--- src/rtl/ach_pkg.sv ---
package ach_pkg;

    // conversion timing, printed figures in ns
    localparam int unsigned CLK_PERIOD_NS   = 10;
    localparam int unsigned T_FULL_SLOW_NS  = 17000;
    localparam int unsigned T_FULL_FAST_NS  = 10000;
    localparam int unsigned T_SHORT_SLOW_NS = 15000;
    localparam int unsigned T_SHORT_FAST_NS = 8000;

    // longest times round down
    localparam int unsigned CYC_FULL_SLOW   = T_FULL_SLOW_NS / CLK_PERIOD_NS;
    localparam int unsigned CYC_FULL_FAST   = T_FULL_FAST_NS / CLK_PERIOD_NS;
    localparam int unsigned CYC_SHORT_SLOW  = T_SHORT_SLOW_NS / CLK_PERIOD_NS;
    localparam int unsigned CYC_SHORT_FAST  = T_SHORT_FAST_NS / CLK_PERIOD_NS;
    // comparator sees a new trial code one cycle late
    localparam int unsigned TRIAL_MIN_CYC   = 2;

    localparam int unsigned RES_FULL        = 16;
    localparam int unsigned RES_SHORT       = 14;
    localparam logic [15:0] RESULT_RST      = 16'h0000;

    typedef enum logic [2:0] {
        ACH_IDLE  = 3'b001,
        ACH_RESET = 3'b010,
        ACH_TRIAL = 3'b100
    } ach_state_t;

    // conversion setup sampled at the trigger's falling edge
    typedef struct packed {
        logic fast;
        logic short_cycle;
    } ach_cfg_t;

endpackage : ach_pkg

--- src/rtl/ach_sar_dac.sv ---
`timescale 1ns/1ps
// successive-approximation register: one bit trial per step
module ach_sar_dac #(
    parameter int unsigned WIDTH = 16
) (
    input  wire logic             mclk,
    input  wire logic             sys_rst,
    input  wire logic             clear,
    input  wire logic             step,
    input  wire logic             cmp_hi,
    output logic [WIDTH-1:0]      code_q,
    output logic [WIDTH-1:0]      mask_q
);

    always_ff @(posedge mclk) begin
        if (sys_rst || clear) begin
            // cleared DAC starts on the top-bit trial
            code_q <= {1'b1, {(WIDTH-1){1'b0}}};
            mask_q <= {1'b1, {(WIDTH-1){1'b0}}};
        end else if (step && mask_q != '0) begin
            // keep or drop the trial bit, then try the next one
            code_q <= (cmp_hi ? code_q : (code_q & ~mask_q)) | (mask_q >> 1);
            mask_q <= mask_q >> 1;
        end
    end

endmodule : ach_sar_dac

--- src/rtl/ach_conv_ctrl.sv ---
`timescale 1ns/1ps
module ach_conv_ctrl #(
    parameter int unsigned CYC_FULL_SLOW  = ach_pkg::CYC_FULL_SLOW,
    parameter int unsigned CYC_FULL_FAST  = ach_pkg::CYC_FULL_FAST,
    parameter int unsigned CYC_SHORT_SLOW = ach_pkg::CYC_SHORT_SLOW,
    parameter int unsigned CYC_SHORT_FAST = ach_pkg::CYC_SHORT_FAST
) (
    input  wire logic          mclk,
    input  wire logic          sys_rst,
    input  wire logic          conv_start,
    input  wire ach_pkg::ach_cfg_t cfg,
    input  wire logic          cmp_hi,
    output logic               status_q,
    output logic               dac_clear_q,
    output logic [15:0]        dac_code_q,
    output logic [15:0]        result_q,
    output logic               done_q
);

    localparam int unsigned CW = 15;

    ach_pkg::ach_state_t state_q;
    ach_pkg::ach_cfg_t   cfg_q;
    logic                start_d1_q;
    logic [CW-1:0]       cnt_q;
    logic [CW-1:0]       total_q;
    logic [4:0]          bits_left_q;
    logic [CW-1:0]       step_len_q;
    logic [CW-1:0]       step_cnt_q;
    logic                step;
    logic                fall;
    logic                take;
    logic                last;
    logic [15:0]         sar_code;

    // conversion time in cycles for the chosen variant and length
    function automatic logic [CW-1:0] conv_cycles(input ach_pkg::ach_cfg_t c);
        logic [31:0] n;
        n = 32'(CYC_FULL_SLOW);
        case ({c.fast, c.short_cycle})
            2'b00:   n = 32'(CYC_FULL_SLOW);
            2'b01:   n = 32'(CYC_SHORT_SLOW);
            2'b10:   n = 32'(CYC_FULL_FAST);
            2'b11:   n = 32'(CYC_SHORT_FAST);
            default: n = 32'(CYC_FULL_SLOW);
        endcase
        return n[CW-1:0];
    endfunction : conv_cycles

    // trial pace: even spread, never faster than the comparator path
    // conversion times under two cycles a trial leave low bits unresolved
    function automatic logic [CW-1:0] trial_len(input ach_pkg::ach_cfg_t c);
        logic [CW-1:0] len;
        len = conv_cycles(c) / (c.short_cycle ? 15'(ach_pkg::RES_SHORT + 1)
                                              : 15'(ach_pkg::RES_FULL + 1));
        if (len < 15'(ach_pkg::TRIAL_MIN_CYC)) begin
            len = 15'(ach_pkg::TRIAL_MIN_CYC);
        end
        return len;
    endfunction : trial_len

    // trigger edge detect
    always_ff @(posedge mclk) begin
        if (sys_rst) begin
            start_d1_q <= 1'b0;
        end else begin
            start_d1_q <= conv_start;
        end
    end

    assign fall = start_d1_q && !conv_start;
    // falls while busy are ignored
    assign take = (state_q == ach_pkg::ACH_IDLE) && fall;
    assign last = (cnt_q == total_q - 15'(1));
    assign step = (state_q == ach_pkg::ACH_TRIAL) && (step_cnt_q == step_len_q - 15'(1));

    // sequencer
    always_ff @(posedge mclk) begin
        if (sys_rst) begin
            state_q <= ach_pkg::ACH_IDLE;
        end else begin
            case (state_q)
                ach_pkg::ACH_IDLE: begin
                    if (fall) begin
                        state_q <= ach_pkg::ACH_RESET;
                    end
                end
                ach_pkg::ACH_RESET: begin
                    state_q <= ach_pkg::ACH_TRIAL;
                end
                ach_pkg::ACH_TRIAL: begin
                    if (last) begin
                        state_q <= ach_pkg::ACH_IDLE;
                    end
                end
                default: begin
                    state_q <= ach_pkg::ACH_IDLE;
                end
            endcase
        end
    end

    // setup and conversion length, taken at the trigger fall
    always_ff @(posedge mclk) begin
        if (sys_rst) begin
            cfg_q   <= '0;
            total_q <= '0;
        end else if (take) begin
            cfg_q   <= cfg;
            total_q <= conv_cycles(cfg);
        end
    end

    // trial pacing, fixed for the whole conversion
    always_ff @(posedge mclk) begin
        if (sys_rst) begin
            step_len_q <= 15'(ach_pkg::TRIAL_MIN_CYC);
        end else if (take) begin
            step_len_q <= trial_len(cfg);
        end
    end

    // trials still to run
    always_ff @(posedge mclk) begin
        if (sys_rst) begin
            bits_left_q <= '0;
        end else if (take) begin
            bits_left_q <= cfg.short_cycle ? 5'(ach_pkg::RES_SHORT)
                                           : 5'(ach_pkg::RES_FULL);
        end else if (step && bits_left_q != '0) begin
            bits_left_q <= bits_left_q - 5'(1);
        end
    end

    // elapsed conversion time
    always_ff @(posedge mclk) begin
        if (sys_rst || state_q == ach_pkg::ACH_IDLE) begin
            cnt_q <= '0;
        end else begin
            cnt_q <= cnt_q + 15'(1);
        end
    end

    // cycles since the last trial step
    always_ff @(posedge mclk) begin
        if (sys_rst || state_q == ach_pkg::ACH_IDLE) begin
            step_cnt_q <= '0;
        end else begin
            step_cnt_q <= step ? '0 : step_cnt_q + 15'(1);
        end
    end

    // busy status
    always_ff @(posedge mclk) begin
        if (sys_rst) begin
            status_q <= 1'b0;
        end else if (state_q == ach_pkg::ACH_IDLE && fall) begin
            status_q <= 1'b1;
        end else if (state_q == ach_pkg::ACH_TRIAL && last) begin
            status_q <= 1'b0;
        end
    end

    // DAC clear pulse, before any trial
    always_ff @(posedge mclk) begin
        if (sys_rst) begin
            dac_clear_q <= 1'b0;
        end else begin
            dac_clear_q <= (state_q == ach_pkg::ACH_IDLE) && fall;
        end
    end

    ach_sar_dac #(
        .WIDTH (16)
    ) u_sar (
        .mclk    (mclk),
        .sys_rst (sys_rst),
        .clear   ((state_q == ach_pkg::ACH_IDLE) && fall),
        .step    (step && bits_left_q != '0),
        .cmp_hi  (cmp_hi),
        .code_q  (sar_code),
        .mask_q  ()
    );

    // code on the DAC, one cycle behind the approximation register
    always_ff @(posedge mclk) begin
        if (sys_rst) begin
            dac_code_q <= ach_pkg::RESULT_RST;
        end else begin
            dac_code_q <= sar_code;
        end
    end

    // completion pulse, one cycle with the status fall
    always_ff @(posedge mclk) begin
        if (sys_rst) begin
            done_q <= 1'b0;
        end else begin
            done_q <= (state_q == ach_pkg::ACH_TRIAL) && last;
        end
    end

    // result latch at the status fall
    always_ff @(posedge mclk) begin
        if (sys_rst) begin
            result_q <= ach_pkg::RESULT_RST;
        end else if (state_q == ach_pkg::ACH_TRIAL && last) begin
            // short cycle leaves the two low bits cleared
            result_q <= cfg_q.short_cycle ? (sar_code & 16'hfffc) : sar_code;
        end
    end

endmodule : ach_conv_ctrl

--- config.mk ---
export PLATFORM = sky130hd
export DESIGN_NAME = ach_conv_ctrl
export DESIGN_NICKNAME = d
export VERILOG_FILES = /design/src/rtl/ach_pkg.sv /design/src/rtl/ach_sar_dac.sv /design/src/rtl/ach_conv_ctrl.sv
export SDC_FILE = /design/constraint.sdc
export NUM_CORES = 1
export LEC_CHECK = 0
export ABC_AREA = 1
export ABC_CLOCK_PERIOD_IN_PS = 2700
export BUFFER_PORTS_ARGS = -buffer_cell sky130_fd_sc_hd__buf_4
export CAP_MARGIN = 10
export CORE_ASPECT_RATIO = 0.7
export CORE_MARGIN = 4
export CORE_UTILIZATION = 45
export CTS_CLUSTER_DIAMETER = 200
export DETAILED_ROUTE_END_ITERATION = 8
export PLACE_DENSITY_LB_ADDON = 0.25
export SLEW_MARGIN = 25
export SYNTH_ARGS = -nofsm -noshare
export SYNTH_HDL_FRONTEND = slang
export SYNTH_SLANG_ARGS = --single-unit
--- constraint.sdc ---
create_clock -name mclk -period 2.7 [get_ports mclk]
set_input_delay 0 -clock mclk [delete_from_list [all_inputs] [get_ports mclk]]
set_output_delay 0 -clock mclk [all_outputs]
set_load 0.03 [all_outputs]
* Yosys cells after proc, flatten, opt, wreduce, memory -nomap -nowiden
Cells that the tools add are included.
** Operators by class
- $add $sub $neg :: 5
- Divide/modulo/power cells :: 1
- $lt $le $gt $ge :: 1
- Equal/unequal tests :: 10
- Muxes and demuxes :: 15
- Bitwise logic cells :: 3
- Reductions and logical operators :: 16
** Operators by type and width (count)
- $pmux W15 S4 :: 1
- $mux W15 :: 3
- $add A15 B1 Y15 const B :: 2
- $eq A15 B15 Y1 :: 2
- $sub A15 B1 Y15 const B :: 2
- $mux W5 :: 4
- $and A16 B16 Y16 :: 1
- $mux W16 :: 1
- $not A16 Y16 :: 1
- $or A16 B15 Y16 :: 1
- $reduce_bool A16 Y1 :: 1
- $div A15 B15 Y15 :: 1
- $lt A15 B2 Y1 const B :: 1
- $pmux W3 S3 :: 1
- $logic_and A1 B1 Y1 :: 6
- $mux W3 :: 2
- $reduce_bool A5 Y1 :: 1
- $sub A5 B1 Y5 const B :: 1
- $eq A2 B2 Y1 const B :: 2
- $ne A2 B2 Y1 const B :: 2
- $reduce_bool A2 Y1 :: 2
- $eq A3 B1 Y1 const B :: 1
- $eq A3 B2 Y1 const B :: 1
- $eq A3 B3 Y1 const B :: 1
- other kinds (8) :: 10
** Storage, ports and cells
- Register bits after elaboration :: 137
- Output and inout port bits :: 35
- Word-level logic and storage cells :: 66

* Longest topological paths before layout
- Word-level depth :: 8
- Mapped depth :: 19
- Depth with buffers taken out :: 19

* Cells and area by module
Synthesis repeated with hierarchy kept, for this count alone.
** Second synthesis, totals
- Cell total of the unflattened synthesis :: 915
- Area total of the unflattened synthesis :: 6262.3 sq um
** By module, submodules not included
- ach_conv_ctrl :: times used 1, cells an instance 706, area each 4747.1 sq um, seq. area each 1801.7 sq um
- ach_sar_dac :: times used 1, cells an instance 209, area each 1515.2 sq um, seq. area each 640.6 sq um

* Least setup slack after synthesis
OpenSTA, ideal clock, no wires.
- Kind :: in2reg
- Start :: input cfg[1] (netlist name)
- End :: register step_len_q[4]
- Library setup time :: 0.119 ns
- Arrival time :: 2.106 ns
- Required time :: 2.581 ns
- Path slack :: 0.475 ns
- Stages on the path :: 19
- Cells stage by stage :: inv_1 ha_1 inv_1 nand4_1 nor3_1 nand2_1 nand2_1 nand2_1 nand3_1 nand4_1 ha_1 inv_1 xor2_1 nor4_1 o21ai_0 inv_1 o211ai_1 o21ai_0 nand2_1
** Between the ends
- Word-level cells in the longest chain between the ends :: 7
- Elaborated cells between the ends (all ways) :: 10
- Those cells by class :: 1 x div; 1 x order compare; 3 x eq/ne; 4 x mux; 1 x reduce/logical
** Ends and longest elaborated chain
- start: declaration :: RTL line ach_conv_ctrl.sv:11 : input wire ach_pkg::ach_cfg_t cfg,
- $eq A2 B2 Y1 (tied with other cells) :: RTL line ach_conv_ctrl.sv:40 : case ({c.fast, c.short_cycle})
- $pmux W15 S4 (*) :: RTL line ach_conv_ctrl.sv:40
- $mux W15 (*) :: RTL line ach_conv_ctrl.sv:118 : end else if (take) begin
- $mux W15 (*) :: RTL line ach_conv_ctrl.sv:116 : if (sys_rst) begin
- $div A15 B15 Y15 (*) :: RTL line ach_conv_ctrl.sv:54 : len = conv_cycles(c) / (c.short_cycle ? 15'(ach_pkg::RES_SHORT + 1)
- $lt A15 B2 Y1 :: RTL line ach_conv_ctrl.sv:56 : if (len < 15'(ach_pkg::TRIAL_MIN_CYC)) begin
- $mux W15 (*) :: RTL line ach_conv_ctrl.sv:56
- end signal: assignment :: RTL line ach_conv_ctrl.sv:117 : step_len_q <= 15'(ach_pkg::TRIAL_MIN_CYC);
- end signal: assignment :: RTL line ach_conv_ctrl.sv:119 : step_len_q <= trial_len(cfg);
- end: declaration :: RTL line ach_conv_ctrl.sv:28 : logic [CW-1:0] step_len_q;
Every way passes the cells marked *; elsewhere a longest branch is shown, timed or not. The select of a mux whose other input is x is not followed.
A chain may end at the register's enable or synchronous reset.

* Worst setup path after layout
- Start :: register step_len_q[0]
- End :: register u_sar.code_q[4]
** Between the ends
- Word-level cells in the longest chain between the ends :: 5
** Ends and longest elaborated chain
- $sub A15 B1 Y15 :: RTL line ach_conv_ctrl.sv:75 : assign step = (state_q == ach_pkg::ACH_TRIAL) && (step_cnt_q == step_len_q - 15'(1));
- $eq A15 B15 Y1 :: RTL line ach_conv_ctrl.sv:75
- $logic_and A1 B1 Y1 :: RTL line ach_conv_ctrl.sv:75
- $logic_and A1 B1 Y1 :: RTL line ach_conv_ctrl.sv:179 : .step (step && bits_left_q != '0),
- $logic_and A1 B1 Y1 :: RTL line ach_sar_dac.sv:20 : end else if (step && mask_q != '0) begin
- end signal: assignment :: RTL line ach_sar_dac.sv:18 : code_q <= {1'b1, {(WIDTH-1){1'b0}}};
- end signal: assignment :: RTL line ach_sar_dac.sv:22 : code_q <= (cmp_hi ? code_q : (code_q & ~mask_q)) | (mask_q >> 1);
- end: declaration :: RTL line ach_sar_dac.sv:11 : output logic [WIDTH-1:0] code_q,
Every way passes these cells.

==> results by stage <==
Critical path:
- The setup check on the worst reg-to-reg path leaves a slack of 0.33 ns.
- Traced cell by cell, the critical path runs through inv_1, ha_1, nand2_1, nor2_2, nand2_2, nand2_1, nand2_1, nor2_1, nand3_1, nor2_1, nand2_1, nor2_4, nand4_1, a21oi_1.
- The data arrival time at the worst-slack endpoint is 2.71 ns.
- For the worst flop-to-flop path, the logic depth is 14.
- The biggest fanout along the worst timing path is 14.
- In this run the critical register-to-register path is launched from step_len_q[0].
- The sort of element at the start of the critical path is a register.
- STA classifies the critical path endpoint as a register.
- The cell with the largest stage delay on the worst path is dfxtp_1.
- The worst setup path category is reg2reg.
- Data on the critical path is required at its endpoint by 3.04 ns.
- The most numerous cell type found on the critical path is nand2_1.
- The largest single stage delay on the critical path is 0.33 ns.
- The worst register-to-register path ends at u_sar.code_q[4].

Clock network:
- The clock buffer count from CTS is 17.
- The clock tree root buffer cell is clkbuf_16.
- CTS saw 122 sinks.
- The clock tree from TritonCTS is built.
- The number of buffers on the longest clock path is 2.
- Once the clock tree was built, the setup fixing pass inserted 0 buffers.
- At the later pin of the worst-skew pair, clock insertion delay measures 0.41 ns.
- The H-tree generated during clock tree synthesis spans 4 levels.
- After clock tree synthesis, the clock-pin slew on the worst setup and hold paths is 0.06 ns.

Yosys:
- The number of distinct library cells after synthesis is 41.
- The number of synthesized register bits is 122.
- The portion of the post-synthesis area used by sequential elements is 0.4074.
- The biggest area contributor in the post-synthesis netlist is dfxtp_1.
- The synthesized netlist occupies a cell area of 0.005994 mm².
- The cell count after synthesis came out at 835.
- The number of nets handed over by synthesis was 856.
- After synthesis, the cell types taking the most area are dfxtp_1 (41%), nand2_1 (11%), inv_1 (7.0%).
- The total number of yosys warnings is 0.
- The area share of the largest cell type after synthesis is 0.4074.
- A synthesized cell averages 7.179 µm².

Drt:
- The uppermost layer routed is met4.
- The per-cell via count in the routed design is 5.140.
- The number of iterations in the first detailed-routing pass is 6.
- The remaining routing DRC violations is 0.
- The final routed wirelength across all metal layers is 13960 µm.
- Detailed routing inserted a total of 5438 vias.
- The met2 wire length is 5194 µm.
- For this block, the initial DRC count from the detailed router was 412.
- The wire length per cell is 13.20 µm.
- The remaining antenna violation count after routing is 0.
- Wire segments on met3 add up to 913 µm in the final route.
- For this block, wires on met1 add up to 7700 µm.

Timing:
- Setup repair after global routing left no endpoint under its margin.
- The worst slew slack as a fraction of its limit is 0.7083.
- The ratio of final minimum period to clock period is 0.8791.
- The final period demand of the worst path is 2.374 ns.
- The final number of hold-violating endpoints is 0.
- At the pin with the least slew margin, the transition time is 0.4376 ns.
- The final-layout worst hold slack is 0.06408 ns.
- Across the routed clock network, the largest skew measured is 0.009703 ns.
- The total setup violations reported at the end of the flow is 0.
- The timing-limited maximum frequency is 0.4213 GHz.
- The max-slew violation total from the final report is 0.

Global routing:
- Entering global routing, the biggest net connects 44 pins.
- The aggregate global-route resource usage is 0.1910.
- The first-pass GRT wire length is 24340 µm.
- The number of global-route vias before repair was 4890.
- The total grt overflow is 0.
- The number of antenna violations at the first check in global routing is 0.

Floorplan:
- The die covers 0.01526 mm².
- The number of top-level design ports is 41.
- For this configuration, the core starts out at a cell density of 0.4713.
- The die extent in x is 146.0 µm.
- After floorplanning, the core was divided into 34 placement rows.
- The floorplan step set the die height to 104.6 µm.
- The core area is 0.01272 mm².

Cells and area:
- The multi-input combinational cells in the finished layout cover a total of 0.002984 mm².
- 0 antenna diodes ended up in the layout.
- Counting the fill cells in the layout gives 1214.
- The layout cell share with drive strength beyond 1 is 0.1306.
- The final-stage net count is 904.
- The fraction of the core area covered by cells at the end of the flow is 0.5537.
- The final instance count without filler cells is 1058.
- The layout-stage area growth over the synthesis result is 17.49%.
- Registers take 0.002442 mm².

Worst hold path:
- The end point of the worst hold path is step_len_q[2].
- The worst hold path class is in2reg.
- The hold path startpoint is cfg[1].
- The number of cells on the worst hold path is 3.

Placed design:
- At the end of routability-driven placement, the weighted congestion stood at 0.8300.
- After detailed placement, the design holds a cell count of 1022.
- Input and output buffers added on the ports amount to 40.
- The placed wire-length estimate is 10080 µm.

Status:
- The run finished with clean final reports.

Pwr:
- The total power is 4.381 mW.
- In this run the power density over the cells is 622.0 mW/mm².
- The worst-case IR drop observed on VDD is 423.7 µV.
- The analysis attributes to cell leakage a power of 2.951 nW.

Flow run:
- The number of max-capacitance violations reported is 0.
## area by class of cell
| type | instances | share of cell area |
|---|---|---|
| inverters | 116 | 0.06218 |
| clock inverters | 15 | 0.02025 |
| clock buffers | 17 | 0.06040 |
| well taps | 162 | 0.02878 |
| repair buffers | 53 | 0.05791 |
| flip-flops and latches | 122 | 0.3468 |
| multi-input cells | 573 | 0.4237 |
## report_power, final
| part | total [mW] | leakage [nW] | internal (mW) | switching [mW] |
|---|---|---|---|---|
| logic | 0.369 | 1.69 | 0.125 | 0.243 |
| registers | 1.84 | 0.985 | 1.82 | 0.0178 |
| clock network | 2.17 | 0.275 | 1.28 | 0.893 |
| total | 4.38 | 2.95 | 3.23 | 1.15 |
## worst max-delay path by stage
stage	startpoint	endpoint	slack, ns	depth (start not counted)
4_1_cts	step_len_q[0]	u_sar.code_q[1]	0.31	14
5_1_grt	step_len_q[0]	u_sar.code_q[8]	0.005	14
2_1_floorplan	cfg[1]	step_len_q[4]	0.48	19
3_3_place_gp	cfg[0]	step_len_q[4]	0.05	19
6_report	step_len_q[0]	u_sar.code_q[4]	0.33	14
3_5_place_dp	cfg[0]	step_len_q[4]	-0.02	19
## state kept, by name, indices dropped and copies added (netlist names)
signal,count
cfg_q,1
u_sar.code_q,16
status_q,1
dac_clear_q,1
state_q,3
step_cnt_q,15
dac_code_q,16
total_q,6
start_d1_q,1
done_q,1
result_q,16
cnt_q,15
step_len_q,9
u_sar.mask_q,16
bits_left_q,5
## layer usage
metal	global-route usage	vias up
li1	-	2817
met1	0.3007	2429
met2	0.2564	180
met3	0.04154	12
met4	0.05759	0
met5	0	-
## repair_timing
action / CTS / global route
hold buffers: 4 / 0
endpoints found under the hold margin: 20 / 0
gates resized for setup: 0 / 0
setup endpoints to repair: 0 / 0
## cells in the mapped netlist (all sizes together)
cell / n
clkbuf: 13
xnor2: 5
inv: 115
o21ai: 51
a211oi: 1
a31oi: 3
xnor3: 1
o221ai: 1
nand4: 26
nor3: 17
o21bai: 1
o22ai: 11
a21oi: 66
clkinv: 1
o211ai: 2
ha: 15
dfxtp: 122
or2: 5
xor3: 1
o31ai: 5
nand2: 179
nor3b: 5
nor2: 89
nand3: 64
nand3b: 1
xor2: 17
buf: 11
nor4: 7
## through the flow
step	setup slack (ns)	instance area (µm²)	TNS [ns]
final	0.3264	7043	0
after global routing	0.005324	7043	0
after CTS	0.3107	7043	0
after detailed placement	-0.01775	6435	-0.01775
after global placement	0.05355	6435	0
after floorplan	0.4755	5995	0
## cell usage in the layout, fill, tap and decap left out, drive strengths merged, types with 3 or more instances in the layout
cell type	n
nor3b	5
clkbuf	17
o31ai	5
o22ai	11
or2	5
buf	49
inv	120
nor3	17
a31oi	3
nand3	64
dlygate4sd3	4
nor4	7
a21oi	66
nor2	89
xor2	17
nand2	179
o21ai	51
nand4	26
ha	15
clkinv	8
xnor2	5
dfxtp	122
## critical path, delay by kind of cell, from the launching register on
kind | cells | cell delay (ns)
adders and majority gates | 1 | 0.26
and+or+nand+nor | 11 | 1.40
DFF | 1 | 0.33
AOI/OAI and AO/OA | 1 | 0.15
buffers and inverters | 1 | 0.16
## kinds of logic (layout without fill, tap and decap cells)
kind of cell	after synthesis	in the layout	share of synthesized area
DFF	122	122	0.4074
xor gates and xnor gates	24	24	0.04049
and+or+nand+nor	393	393	0.3001
adders and majority gates	15	15	0.03131
buffers and inverters	140	201	0.09476
AOI/OAI and AO/OA	141	141	0.1259
Power figures use the tool's default switching activity.
